### config.mk
export PLATFORM = sky130hd
export DESIGN_NAME = psc_regs
export DESIGN_NICKNAME = d
export VERILOG_FILES = /design/src/hdl/psc_pkg.sv /design/src/hdl/psc_regs.sv
export SDC_FILE = /design/constraint.sdc
export NUM_CORES = 1
export LEC_CHECK = 0
export BUFFER_PORTS_ARGS = -buffer_cell sky130_fd_sc_hd__buf_4
export CORE_ASPECT_RATIO = 0.75
export CORE_MARGIN = 5
export CORE_UTILIZATION = 30
export DETAILED_ROUTE_END_ITERATION = 7
export HOLD_SLACK_MARGIN = 0.1
export SLEW_MARGIN = 20
export SYNTH_ARGS = -nofsm -noshare
export SYNTH_HDL_FRONTEND = slang
export SYNTH_SLANG_ARGS = --single-unit
### constraint.sdc
create_clock -name sys_clk -period 4.6 [get_ports sys_clk]
set_input_delay 0.46 -clock sys_clk [delete_from_list [all_inputs] [get_ports sys_clk]]
set_output_delay 0.46 -clock sys_clk [all_outputs]
set_load 0.02 [all_outputs]
### src/hdl/psc_pkg.sv
// Package with the address map, field layouts and bus carrier of the peripheral register bank.
package psc_pkg;

    // ------------------------------------------------------------------
    // Bus widths
    // ------------------------------------------------------------------
    localparam int ADDR_W     = 32;
    localparam int DATA_W     = 32;
    localparam int STRB_W     = 4;
    localparam int NUM_PERIPH = 4;

    // ------------------------------------------------------------------
    // Address map
    // ------------------------------------------------------------------
    // The whole peripheral region is the top 3 Mbyte of the address space.
    localparam logic [31:0] REGION_BASE     = 32'hffd0_0000;
    localparam logic [31:0] PERIPH_WIN_SIZE = 32'h0000_4000;
    localparam logic [31:0] INTC_WIN_SIZE   = 32'h0000_1000;
    localparam logic [31:0] PERIPH_BASE0    = 32'hfffe_0000;
    localparam logic [31:0] INTC_BASE       = 32'hffff_f000;

    // ------------------------------------------------------------------
    // Register offsets inside a window
    // ------------------------------------------------------------------
    localparam logic [13:0] OFS_SET = 14'h0000;
    localparam logic [13:0] OFS_CLR = 14'h0004;
    localparam logic [13:0] OFS_VAL = 14'h0008;
    localparam logic [13:0] INTC_OFS_MASK = 14'h0fff;

    localparam logic [31:0] VAL_RESET = 32'h0000_0000;
    localparam logic [31:0] RD_ZERO   = 32'h0000_0000;

    // ------------------------------------------------------------------
    // Types
    // ------------------------------------------------------------------
    typedef enum logic [0:0] {
        PSC_PH_IDLE   = 1'b0,
        PSC_PH_ACCESS = 1'b1
    } psc_phase_t;

    typedef struct packed {
        logic [ADDR_W-1:0] addr;
        logic [DATA_W-1:0] wdata;
        logic [STRB_W-1:0] strb;
        logic              write;
    } psc_req_t;

endpackage

### src/hdl/psc_regs.sv
// Peripheral bus slave with per-window set, clear and value register aliases.
`timescale 1ns/1ps
module psc_regs (
    input  wire logic                                         sys_clk,
    input  wire logic                                         rstn,
    input  wire logic                                         psel,
    input  wire logic                                         penable,
    input  wire logic                                         pwrite,
    input  wire logic [psc_pkg::ADDR_W-1:0]                   paddr,
    input  wire logic [psc_pkg::DATA_W-1:0]                   pwdata,
    input  wire logic [psc_pkg::STRB_W-1:0]                   pstrb,
    output logic      [psc_pkg::DATA_W-1:0]                   prdata,
    output logic                                              pready,
    output logic                                              pslverr,
    output logic      [psc_pkg::NUM_PERIPH-1:0][psc_pkg::DATA_W-1:0] periph_val,
    output logic      [psc_pkg::DATA_W-1:0]                   intc_val
);

    // ------------------------------------------------------------------
    // Helper functions
    // ------------------------------------------------------------------
    function automatic logic win_hit(input logic [31:0] addr,
                                     input logic [31:0] base,
                                     input logic [31:0] size);
        logic [31:0] mask;
        mask = ~(size - 32'h0000_0001);
        return ((addr & mask) == base);
    endfunction

    function automatic logic [31:0] lane_mask(input logic [3:0] strb);
        logic [31:0] m;
        m = 32'h0000_0000;
        for (int b = 0; b < 4; b++) begin
            m[b*8 +: 8] = {8{strb[b]}};
        end
        return m;
    endfunction

    // ------------------------------------------------------------------
    // Decode
    // ------------------------------------------------------------------
    psc_pkg::psc_req_t                  req;
    psc_pkg::psc_phase_t                phase_reg;
    logic [psc_pkg::NUM_PERIPH-1:0]     hit_p;
    logic                               hit_i;
    logic                               in_region;
    logic [13:0]                        off_p;
    logic [13:0]                        off_i;
    logic [31:0]                        wmask;
    logic [31:0]                        rd_next;
    logic                               setup;
    logic                               commit;
    logic [psc_pkg::DATA_W-1:0]         prdata_reg;
    logic                               pready_reg;
    logic [psc_pkg::NUM_PERIPH-1:0][psc_pkg::DATA_W-1:0] periph_val_reg;
    logic [psc_pkg::DATA_W-1:0]         intc_val_reg;

    assign req     = '{addr: paddr, wdata: pwdata, strb: pstrb, write: pwrite};
    assign setup   = psel && !penable;
    assign commit  = psel && penable && req.write && (phase_reg == psc_pkg::PSC_PH_ACCESS);
    assign wmask   = req.wdata & lane_mask(req.strb);
    assign off_p   = req.addr[13:0];
    assign off_i   = req.addr[13:0] & psc_pkg::INTC_OFS_MASK;

    always_comb begin
        in_region = (req.addr >= psc_pkg::REGION_BASE);
        hit_i     = in_region && win_hit(req.addr, psc_pkg::INTC_BASE,
                                         psc_pkg::INTC_WIN_SIZE);
        for (int k = 0; k < psc_pkg::NUM_PERIPH; k++) begin
            hit_p[k] = in_region && win_hit(req.addr,
                32'(psc_pkg::PERIPH_BASE0 + 32'(32'(k) * psc_pkg::PERIPH_WIN_SIZE)),
                psc_pkg::PERIPH_WIN_SIZE);
        end
    end

    // Set and clear aliases are write-only and read zero, so a stray read
    // of them never hides a pending bit pattern.
    always_comb begin
        rd_next = psc_pkg::RD_ZERO;
        for (int k = 0; k < psc_pkg::NUM_PERIPH; k++) begin
            if (hit_p[k] && off_p == psc_pkg::OFS_VAL) begin
                rd_next = periph_val_reg[k];
            end
        end
        if (hit_i && off_i == psc_pkg::OFS_VAL) begin
            rd_next = intc_val_reg;
        end
    end

    // ------------------------------------------------------------------
    // Bus phase and answer
    // ------------------------------------------------------------------
    always_ff @(posedge sys_clk or negedge rstn) begin
        if (!rstn) begin
            phase_reg <= psc_pkg::PSC_PH_IDLE;
        end else begin
            case (phase_reg)
                psc_pkg::PSC_PH_IDLE: begin
                    if (setup) begin
                        phase_reg <= psc_pkg::PSC_PH_ACCESS;
                    end
                end
                psc_pkg::PSC_PH_ACCESS: begin
                    phase_reg <= setup ? psc_pkg::PSC_PH_ACCESS : psc_pkg::PSC_PH_IDLE;
                end
                default: begin
                    phase_reg <= psc_pkg::PSC_PH_IDLE;
                end
            endcase
        end
    end

    // The answer is prepared in the setup cycle so that ready and data
    // leave flip-flops and the access phase still needs no wait state.
    always_ff @(posedge sys_clk or negedge rstn) begin
        if (!rstn) begin
            pready_reg <= 1'b0;
            prdata_reg <= psc_pkg::RD_ZERO;
        end else begin
            pready_reg <= setup;
            if (setup && !req.write) begin
                prdata_reg <= rd_next;
            end else if (setup) begin
                prdata_reg <= psc_pkg::RD_ZERO;
            end
        end
    end

    // ------------------------------------------------------------------
    // Stored registers
    // ------------------------------------------------------------------
    always_ff @(posedge sys_clk or negedge rstn) begin
        if (!rstn) begin
            for (int k = 0; k < psc_pkg::NUM_PERIPH; k++) begin
                periph_val_reg[k] <= psc_pkg::VAL_RESET;
            end
        end else if (commit) begin
            for (int k = 0; k < psc_pkg::NUM_PERIPH; k++) begin
                if (hit_p[k] && off_p == psc_pkg::OFS_SET) begin
                    periph_val_reg[k] <= periph_val_reg[k] | wmask;
                end else if (hit_p[k] && off_p == psc_pkg::OFS_CLR) begin
                    periph_val_reg[k] <= periph_val_reg[k] & ~wmask;
                end
            end
        end
    end

    always_ff @(posedge sys_clk or negedge rstn) begin
        if (!rstn) begin
            intc_val_reg <= psc_pkg::VAL_RESET;
        end else if (commit && hit_i) begin
            if (off_i == psc_pkg::OFS_SET) begin
                intc_val_reg <= intc_val_reg | wmask;
            end else if (off_i == psc_pkg::OFS_CLR) begin
                intc_val_reg <= intc_val_reg & ~wmask;
            end
        end
    end

    assign prdata     = prdata_reg;
    assign pready     = pready_reg;
    assign pslverr    = 1'b0;
    assign periph_val = periph_val_reg;
    assign intc_val   = intc_val_reg;

    logic set0;
    logic clr0;
    assign set0 = commit && hit_p[0] && off_p == psc_pkg::OFS_SET;
    assign clr0 = commit && hit_p[0] && off_p == psc_pkg::OFS_CLR;
endmodule

Word level (Yosys, flattened, before mapping)
Cells that the tools add are included.
Word-level totals
  register bits after elaboration: 194
  output and inout bits: 194
  word-level logic and storage cells: 87
Cells by class
  $lt $le $gt $ge: 1
  eq/ne operators: 9
  multiplexer cells: 18
  bitwise logic cells: 12
  reductions and logical operators: 39
Operator list (number)
  2-to-1 mux 32 bit: 17
  AND 32 bit: 6
  bitwise OR 32 bit: 5
  == test 18 bit, second input constant: 4
  >= comparator 32 bit, second input constant: 1
  inverter 32 bit: 1
  logical NOT 14 bit: 2
  logical AND 1 bit: 24
  == test 20 bit, second input constant: 1
  == test 14 x 3 -> 1 bit, second input constant: 1
  == test 14 x 4 -> 1 bit, second input constant: 1
  == test 12 x 3 -> 1 bit, second input constant: 1
  == test 12 x 4 -> 1 bit, second input constant: 1
  nonzero test 2 bit: 6
  AND reduction 2 bit: 5
  logical NOT 1 bit: 2
  2-to-1 mux 1 bit: 1

Logic depth before layout (Yosys ltp)
Gate-level depths: netlist (run 1).
  depth in word-level cells: 9
  depth in mapped cells: 8

Least setup slack after synthesis (run 1)
No wires, ideal clock.
  path kind: input -> register
  start point: in paddr[1] (netlist name)
  end point: reg (tool-made name)
  library setup time: 128 ps
  arrival time: 2499 ps
  required time: 4472 ps
  slack: 1973 ps
  stages: 7
  path buffers: 3
  path through: or4_4 -> or4_1 -> buf_2 -> buf_6 -> buf_6 -> nor4_2 -> mux2_1
RTL lines
  from (decl): RTL line psc_regs.sv:9  | input wire logic [psc_pkg::ADDR_W-1:0] paddr,

==> results.cfg, run 1 <==
[timing]
fmaxAchievable_mhz = 344.9
fin_worst_skew_ns = 0.01202
period_minus_slack_ns = 2.900
worstMarginPinSlew_ns = 1.048
rsz0062_at_grt = false
setup_viol = 0
max_slew_margin = 0.2999
final.period_utilization = 0.6304
final.setup.tns_ns = 0
hold_viol = 0
maxSlewViolCount = 0

[clock_network]
path_clk_slew_ns = 0.07
cts_buffer_depth = 2
cts_tree = built
postCtsSetupRepairBufs = 0
cts_sinks = 193
holdBufCountCts = 0
htree_levels = 4
post_cts_resized = 0
root_buffer = clkbuf_16
clock_latency_ns = 0.47
cts-buffers-inserted = 17

[grt]
grt_util_met3 = 0.04990
grt_use_met2 = 0.2605
antenna_found_initial = 1
grt_util_all_layers = 0.1988
grt_remaining_overflow = 0
grt_max_degree = 112
grt_busiest_layer = met1
grt_pass1_wl_um = 62360
grt_pass1_vias = 9159
use_met1 = 0.3222

[drt]
totalWireLength_um = 41700
vias = 9434
final_antenna_net_count = 0
via_per_inst = 5.595
wl_per_cell_um = 24.73
drt_iter0_markers = 950
drc = 0
drtPass1Iterations = 5

[flow_run]
drv_cap = 0

[yosys]
ys_seq_area_frac = 0.4313
synthMuxAreaShare = 0.2253
synth_nets = 1065
synth_edf_count = 0
ys_ff_latch = 193
synth_warnings = 0
synthDistinctLibCells = 30
synth_compound_area_frac = 0.02213
synthCells = 992
synth_area_mm2 = 0.01120
syn_area_per_cell_um2 = 11.29
synth_ff_type = dfrtp_1
yosys.area_share.simple = 0.2683
synth-async-reset-ratio = 1.000
synthXorXnorAreaFrac = 0
synth_fa_ha_area_frac = 0
synth_top_family_by_area = simple AND/OR/NAND/NOR gates

[power_and_ir_drop]
p_leak_nw = 5.992
p_per_area_mw_per_mm2 = 247.4
peakVddDrop_mv = 0.1571

[placed_design]
io_buffers = 265
dpl.cell_count = 1652
place_hpwl_um = 27780
gp_congestion = 0.8178

[floorplanning]
die_h_um = 177.3
die_x_um = 233.1
start_util = 0.3031
ios = 267
design.core.area_mm2 = 0.03694
die_area_mm2 = 0.04133
num_rows = 61

[cells_and_area]
fin_cells = 1686
drive_above_1_share = 0.4445
multi_input_comb_area_mm2 = 0.005853
post-route-util = 0.3835
layout.nets = 1241
fillers = 3649
ff_latch_area_mm2 = 0.004830
syn_to_final_growth_pct = 26.52

[critical_path]
worstPathArrival_ns = 3.24
path_class = input pin to register
slowest_stage = or4_4
path_max_fanout = 58
worstPathRequired_ns = 4.94
cp-start-kind = input pin
critical_path.most_common_cell = or4_4
cp-end-kind = register
slowest_delay_ns = 0.87
crit_chain = buf_4 -> or4_4 -> or4_4 -> buf_12 -> nor4_1 -> mux2_2

[hold_path]
hold_class = input pin to async pin

[run_status]
status = complete, no violations
[cells by family (layout without fill, tap and decap cells)]
logic type / Yosys count / in the layout
buf+inv: 130 / 319
flops: 193 / 193
mux: 192 / 192
compound gates: 32 / 32
simple gates: 444 / 444
other cells: 1 / 2
[placed cells by master, fill, tap and decap left out, drive strengths merged]
cell      synthesis  routed
nand3           130     130
nand2b            2       2
clkinvlp          0       4
nor2b             2       2
or4               3       3
inv               1       9
bufinv            0       1
and4              2       2
dfrtp           193     193
nand4            29      29
mux2            160     160
clkbuf           97      18
nor3b             1       1
and2              1       1
nor2              1       1
o211ai           26      26
diode             0       1
conb              1       1
nor3              2       2
o221ai            6       6
or3               2       2
and3              2       2
nor4            162     162
nand2           103     103
or2               2       2
buf              32     285
clkinv            0       2
mux4             32      32
[layout make-up]
type	instances	share of cell area
Multi-Input combinational cell	669	0.4132
Sequential cell	193	0.3409
Timing Repair Buffer	286	0.1591
Tap cell	504	0.04452
Clock buffer	17	0.03003
Clock inverter	15	0.01184
Inverter	1	0.0002650
Antenna cell	1	0.0001766
[per-layer routing]
metal	share of wire	vias to the layer above
met4	0.012	0
met2	0.41	380
li1	-	4135
met3	0.073	36
met5	0	-
met1	0.50	4883
[worst max-delay path: cells and delay by family]
| family | cells | cell delay [ns] |
|---|---|---|
| buffers and inverters | 2 | 0.47 |
| muxes | 1 | 0.38 |
| and+or+nand+nor | 3 | 1.84 |
[final timing paths]
path	start	to	depth (start not counted)	slack [ns]
max	paddr[1]	register	6	1.70
min	rstn	async pin	1	0.11
max reg2reg	phase_reg	register	5	2.01
min reg2reg	prdata[15]	prdata[15]	2	0.51
max in group asynchronous	rstn	phase_reg	2	3.47
min in group sys_clk	pwdata[24]	register	4	0.46
[per-stage QoR]
step / hold WS [ns] / area (µm²) / setup WS (ns) / total power, W
final: 0.1118 / 14170 / 1.700 / 0.003504
after global placement: 0.4805 / 13550 / 1.301 / 0.001977
after floorplan: 0.1644 / 11200 / 1.973 / 0.001823
after detailed placement: 0.4823 / 13550 / 1.287 / 0.001978
after CTS: 0.1521 / 14140 / 1.786 / 0.003557
after global routing: 0.1781 / 14160 / 1.656 / 0.003639
[where the power goes]
part	switching (W)	internal, W
registers	0.000000223	0.00170
logic	0.000174	0.0000755
clock network	0.000784	0.000776
[synthesized netlist by cell type (6+ instances only)]
cell | number | area share
buf_1 | 8 | 0.0027
buf_2 | 12 | 0.0054
buf_6 | 11 | 0.011
clkbuf_1 | 97 | 0.033
dfrtp_1 | 193 | 0.43
mux2_1 | 100 | 0.10
mux2_2 | 60 | 0.060
mux4_2 | 32 | 0.064
nand2_1 | 103 | 0.035
nand3_1 | 130 | 0.058
nand4_1 | 29 | 0.016
nor4_1 | 60 | 0.034
nor4_2 | 102 | 0.11
o211ai_1 | 26 | 0.017
o221ai_1 | 6 | 0.0047
Power figures use the tool's default switching activity.
==> inputs of run 2 (changes only) <==
==> constraint.sdc (replaced) <==
create_clock -name sys_clk -period 2.55 [get_ports sys_clk]
set_input_delay 0.255 -clock sys_clk [delete_from_list [all_inputs] [get_ports sys_clk]]
set_output_delay 0.255 -clock sys_clk [all_outputs]
set_load 0.02 [all_outputs]
==> results.cfg, run 2 (synthesized netlist as in run 1, its figures left out) <==
[timing]
fin_worst_skew_ns = 0.01810
hold_viol = 0
worstMarginPinSlew_ns = 0.9659
setup_viol = 0
max_slew_margin = 0.3561
fmaxAchievable_mhz = 447.4
rsz0062_at_grt = false
period_minus_slack_ns = 2.235
final.period_utilization = 0.8766
maxSlewViolCount = 0

[placed_design]
place_hpwl_um = 29540
gp_congestion = 0.8151
io_buffers = 265
dpl-instance-area_mm2 = 0.01397
dpl.cell_count = 1686

[cells_and_area]
layout.nets = 1275
fin_cells = 1720
syn_to_final_growth_pct = 30.20
final_common_cell = buf_4
layout_common_cells = buf_4 (298), dfrtp_1 (193), nand3_1 (129)
drive_above_1_share = 0.4593
post-route-util = 0.3947
finish.instance_area_mm2 = 0.01458

[clock_network]
cts_tree = built
postCtsSetupRepairBufs = 0
cts_sinks = 193
clock_latency_ns = 0.45
htree_levels = 4
post_cts_resized = 0
path_clk_slew_ns = 0.08
cts-buffers-inserted = 17
root_buffer = clkbuf_16
holdBufCountCts = 1
cts_buffer_depth = 2

[drt]
drt_iter0_markers = 992
via_per_inst = 5.435
drc = 0
drtPass1Iterations = 5
wl_per_cell_um = 24.07
totalWireLength_um = 41400
vias = 9348
final_antenna_net_count = 0

[power_and_ir_drop]
p_per_area_mw_per_mm2 = 433.6
p_leak_nw = 6.233
peakVddDrop_mv = 0.3881

[floorplanning]
die_h_um = 177.3
start_util = 0.3031
num_rows = 61
ios = 267
die_x_um = 233.1
design.core.area_mm2 = 0.03694
die_area_mm2 = 0.04133

[grt]
grt_pass1_wl_um = 62650
grt_pass1_vias = 9233
grt_remaining_overflow = 0
grt_util_all_layers = 0.1981
antenna_found_initial = 2
grt_max_degree = 129

[flow_run]
drv_cap = 0

[critical_path]
worstPathRequired_ns = 2.87
path_class = input pin to register
worstPathArrival_ns = 2.56
path_max_fanout = 21
cp-start-kind = input pin
cp-end-kind = register

[hold_path]
hold_class = input pin to register

[run_status]
status = complete, no violations
run 2: power breakdown:
part	internal, W	leakage, nW	switching, W
combinational	0.000151	3.24	0.000300
clock	0.00144	0.293	0.00137
sequential	0.00306	2.70	0.000000452
run 2: worst paths after layout:
kind | from | to | slack, ns | depth (start not counted)
worst max-delay path | paddr[1] | register | 0.31 | 7
worst min-delay path | pwdata[24] | register | 0.27 | 4
worst max register to register | phase_reg | register | 0.39 | 6
worst min register to register | prdata[10] | prdata[10] | 0.50 | 2
max in group asynchronous | rstn | prdata[20] | 1.40 | 3
min in group asynchronous | rstn | async pin | 0.39 | 2
run 2: stage by stage:
step | TNS [ns] | setup WS, ns | power, W | hold slack, ns
floorplan | 0 | 0.1283 | 0.003289 | -0.04059
global placement | -6.171 | -0.1098 | 0.003570 | 0.3089
detailed placement | -9.846 | -0.1264 | 0.003572 | 0.2971
CTS | 0 | 0.3287 | 0.006399 | 0.2612
global route | 0 | 0.2736 | 0.006545 | 0.2721
finish | 0 | 0.3147 | 0.006321 | 0.2722
run 2: routing by layer:
metal	global-route usage	up-vias	part of all wire	routed length [µm]
met3	0.05310	35	0.084	3467
met1	0.3120	4732	0.49	20260
met2	0.2711	383	0.41	17070
li1	-	4194	-	-
met5	0	-	0.00082	34
met4	0.03690	4	0.014	571
run 2: area by class of cell:
| type | count | area (µm²) |
|---|---|---|
| diodes | 1 | 2.502 |
| repair buffers | 320 | 2661 |
| multi-input cells | 669 | 5853 |
| clock buffers | 19 | 452.9 |
| flip-flops and latches | 193 | 4830 |
| well taps | 504 | 630.6 |
| clock inverters | 13 | 145.1 |
| inverters | 1 | 3.754 |
| fillers | 3577 | 22360 |
run 2: critical path, stage by stage:
cell and delay, ns:
buf_4 0.11, or4_4 0.53, or4_4 0.51, buf_12 0.19, buf_4 0.20, nor4_1 0.36
mux2_2 0.38
==> inputs of run 3 (changes only) <==
--- a/config.mk
+++ b/config.mk
@@ -11,6 +11,7 @@
 export CORE_UTILIZATION = 30
 export DETAILED_ROUTE_END_ITERATION = 7
 export HOLD_SLACK_MARGIN = 0.1
+export RECOVER_POWER = 100
 export SLEW_MARGIN = 20
 export SYNTH_ARGS = -nofsm -noshare
 export SYNTH_HDL_FRONTEND = slang
==> results.cfg, run 3 (synthesized netlist as in run 1, its figures left out) <==
[timing]
fmaxAchievable_mhz = 415.9
maxSlewViolCount = 34
setup_slack_ns = 0.1457
hold_viol = 0
final.period_utilization = 0.9429
period_minus_slack_ns = 2.404
worstMarginPinSlew_ns = 1.638
rsz0062_at_grt = false
fin_worst_skew_ns = 0.01574
setup_viol = 0
max_slew_margin = -0.09230

[clock_network]
root_buffer = clkbuf_16
cts_buffer_depth = 2
cts_tree = built
cts_sinks = 193
htree_levels = 4
path_clk_slew_ns = 0.08
clock_latency_ns = 0.45
cts-buffers-inserted = 17

[power_and_ir_drop]
switching_power_w = 0.001672
p_per_area_mw_per_mm2 = 476.6
pwr-share-clk = 0.447
p_int_w = 0.004646
pwr-share-comb = 0.069
peakVddDrop_mv = 0.3730
p_leak_nw = 5.359
power_frac_seq = 0.484
switching_share = 0.2646

[grt]
grt_util_all_layers = 0.1981
grt_use_met2 = 0.2711
grt_remaining_overflow = 0
grt_util_met3 = 0.05310
grt_busiest_layer = met1
use_met1 = 0.3120
grt_pass1_vias = 9233
grt_max_degree = 129
antenna_found_initial = 2
grt_pass1_wl_um = 62650

[placed_design]
place_hpwl_um = 29540
dp_slack_ns = -0.1264
dpl.cell_count = 1686
io_buffers = 265
gp_congestion = 0.8151

[drt]
drc = 0
vias = 9405
drt_iter0_markers = 983
wl_per_cell_um = 24.22
via_per_inst = 5.468
totalWireLength_um = 41660
final_antenna_net_count = 0
drtPass1Iterations = 5

[floorplanning]
start_util = 0.3031
die_x_um = 233.1
design.core.area_mm2 = 0.03694
die_h_um = 177.3
ios = 267
num_rows = 61
die_area_mm2 = 0.04133

[critical_path]
r2r_slack_ns = 0.23
timing.rr.start = phase_reg
worstPathArrival_ns = 2.72
worstPathRequired_ns = 2.87
reg2reg_depth = 6
path_class = input pin to register
cp-start-kind = input pin
path_max_fanout = 21
cp-end-kind = register

[cells_and_area]
final_common_cell = clkbuf_1
layout_common_cells = clkbuf_1 (202), dfrtp_1 (193), nor4_1 (142)
fillers = 3885
layout.nets = 1275
post-route-util = 0.3589
syn_to_final_growth_pct = 18.39
fin_cells = 1720
drive_above_1_share = 0.2214

[hold_path]
hold_class = input pin to register
min_path_cells = 4
holdCritStartpoint = pwdata[24]

[run_status]
status = finished, violations left
violations = max-capacitance violations, max-slew violations

[flow_run]
drv_cap = 1
## run 3: cell types whose count changed in the layout (fill, tap and decap cells not counted)
cell	before	now
mux2_2	60	56
mux2_1	100	104
nor4_1	60	142
clkbuf_2	0	4
buf_12	20	17
clkbuf_1	0	202
clkbuf_4	0	4
buf_4	298	91
nor4_2	100	18
or4_4	2	1
or4_1	1	2
## run 3: final cells by class
type	instances	area (µm²)	share of cell area
Multi-Input combinational cell	669	5336	0.4025
Sequential cell	193	4830	0.3643
Timing Repair Buffer	320	1856	0.1400
Tap cell	504	630.6	0.04757
Clock buffer	19	452.9	0.03417
Clock inverter	13	145.1	0.01095
Inverter	1	3.754	0.0002832
Antenna cell	1	2.502	0.0001888
## run 3: worst max path at each step
stage	start	to	cells past startpoint
5_1_grt	rstn	async pin	3
2_1_floorplan	paddr[1]	register	7
3_5_place_dp	paddr[1]	register	7
3_3_place_gp	paddr[1]	register	7
4_1_cts	paddr[1]	register	7
6_report	paddr[1]	register	7
## run 3: power by group through the flow
| stage | clock (W) | sequential [W] | combinational [W] |
|---|---|---|---|
| floorplan | 0 | 0.00312 | 0.000167 |
| global placement | 0 | 0.00312 | 0.000450 |
| detailed placement | 0 | 0.00312 | 0.000452 |
| CTS | 0.00288 | 0.00306 | 0.000456 |
| global route | 0.00299 | 0.00306 | 0.000476 |
| finish | 0.00282 | 0.00306 | 0.000434 |
## run 3: per-stage QoR
stage / TNS [ns] / hold WS [ns] / instance area, µm² / power, W
final: 0 / 0.2722 / 13260 / 0.006318
after global routing: 0 / 0.2736 / 13250 / 0.006530
after CTS: 0 / 0.2612 / 14580 / 0.006399
after detailed placement: -9.846 / 0.2971 / 13970 / 0.003572
after global placement: -6.171 / 0.3089 / 13970 / 0.003570
after floorplan: 0 / -0.04059 / 11200 / 0.003289
## run 3: timing repair
item,in CTS,in global routing
endpoints found under the hold margin,62,0
buffers inserted,0,0
hold buffers,1,0
resized for setup,0,0
endpoints found under the setup margin,0,0
## run 3: routing by layer
metal	vias to the layer above	wire (µm)
met5	-	35
met2	393	16980
met1	4779	20560
li1	4192	-
met3	37	3489
met4	4	599
## run 3: worst max-delay path, stage by stage
cell and delay [ns]:
clkbuf_4 0.11, or4_4 0.52, or4_1 0.55, buf_12 0.21, clkbuf_1 0.19, nor4_1 0.49
mux2_1 0.37
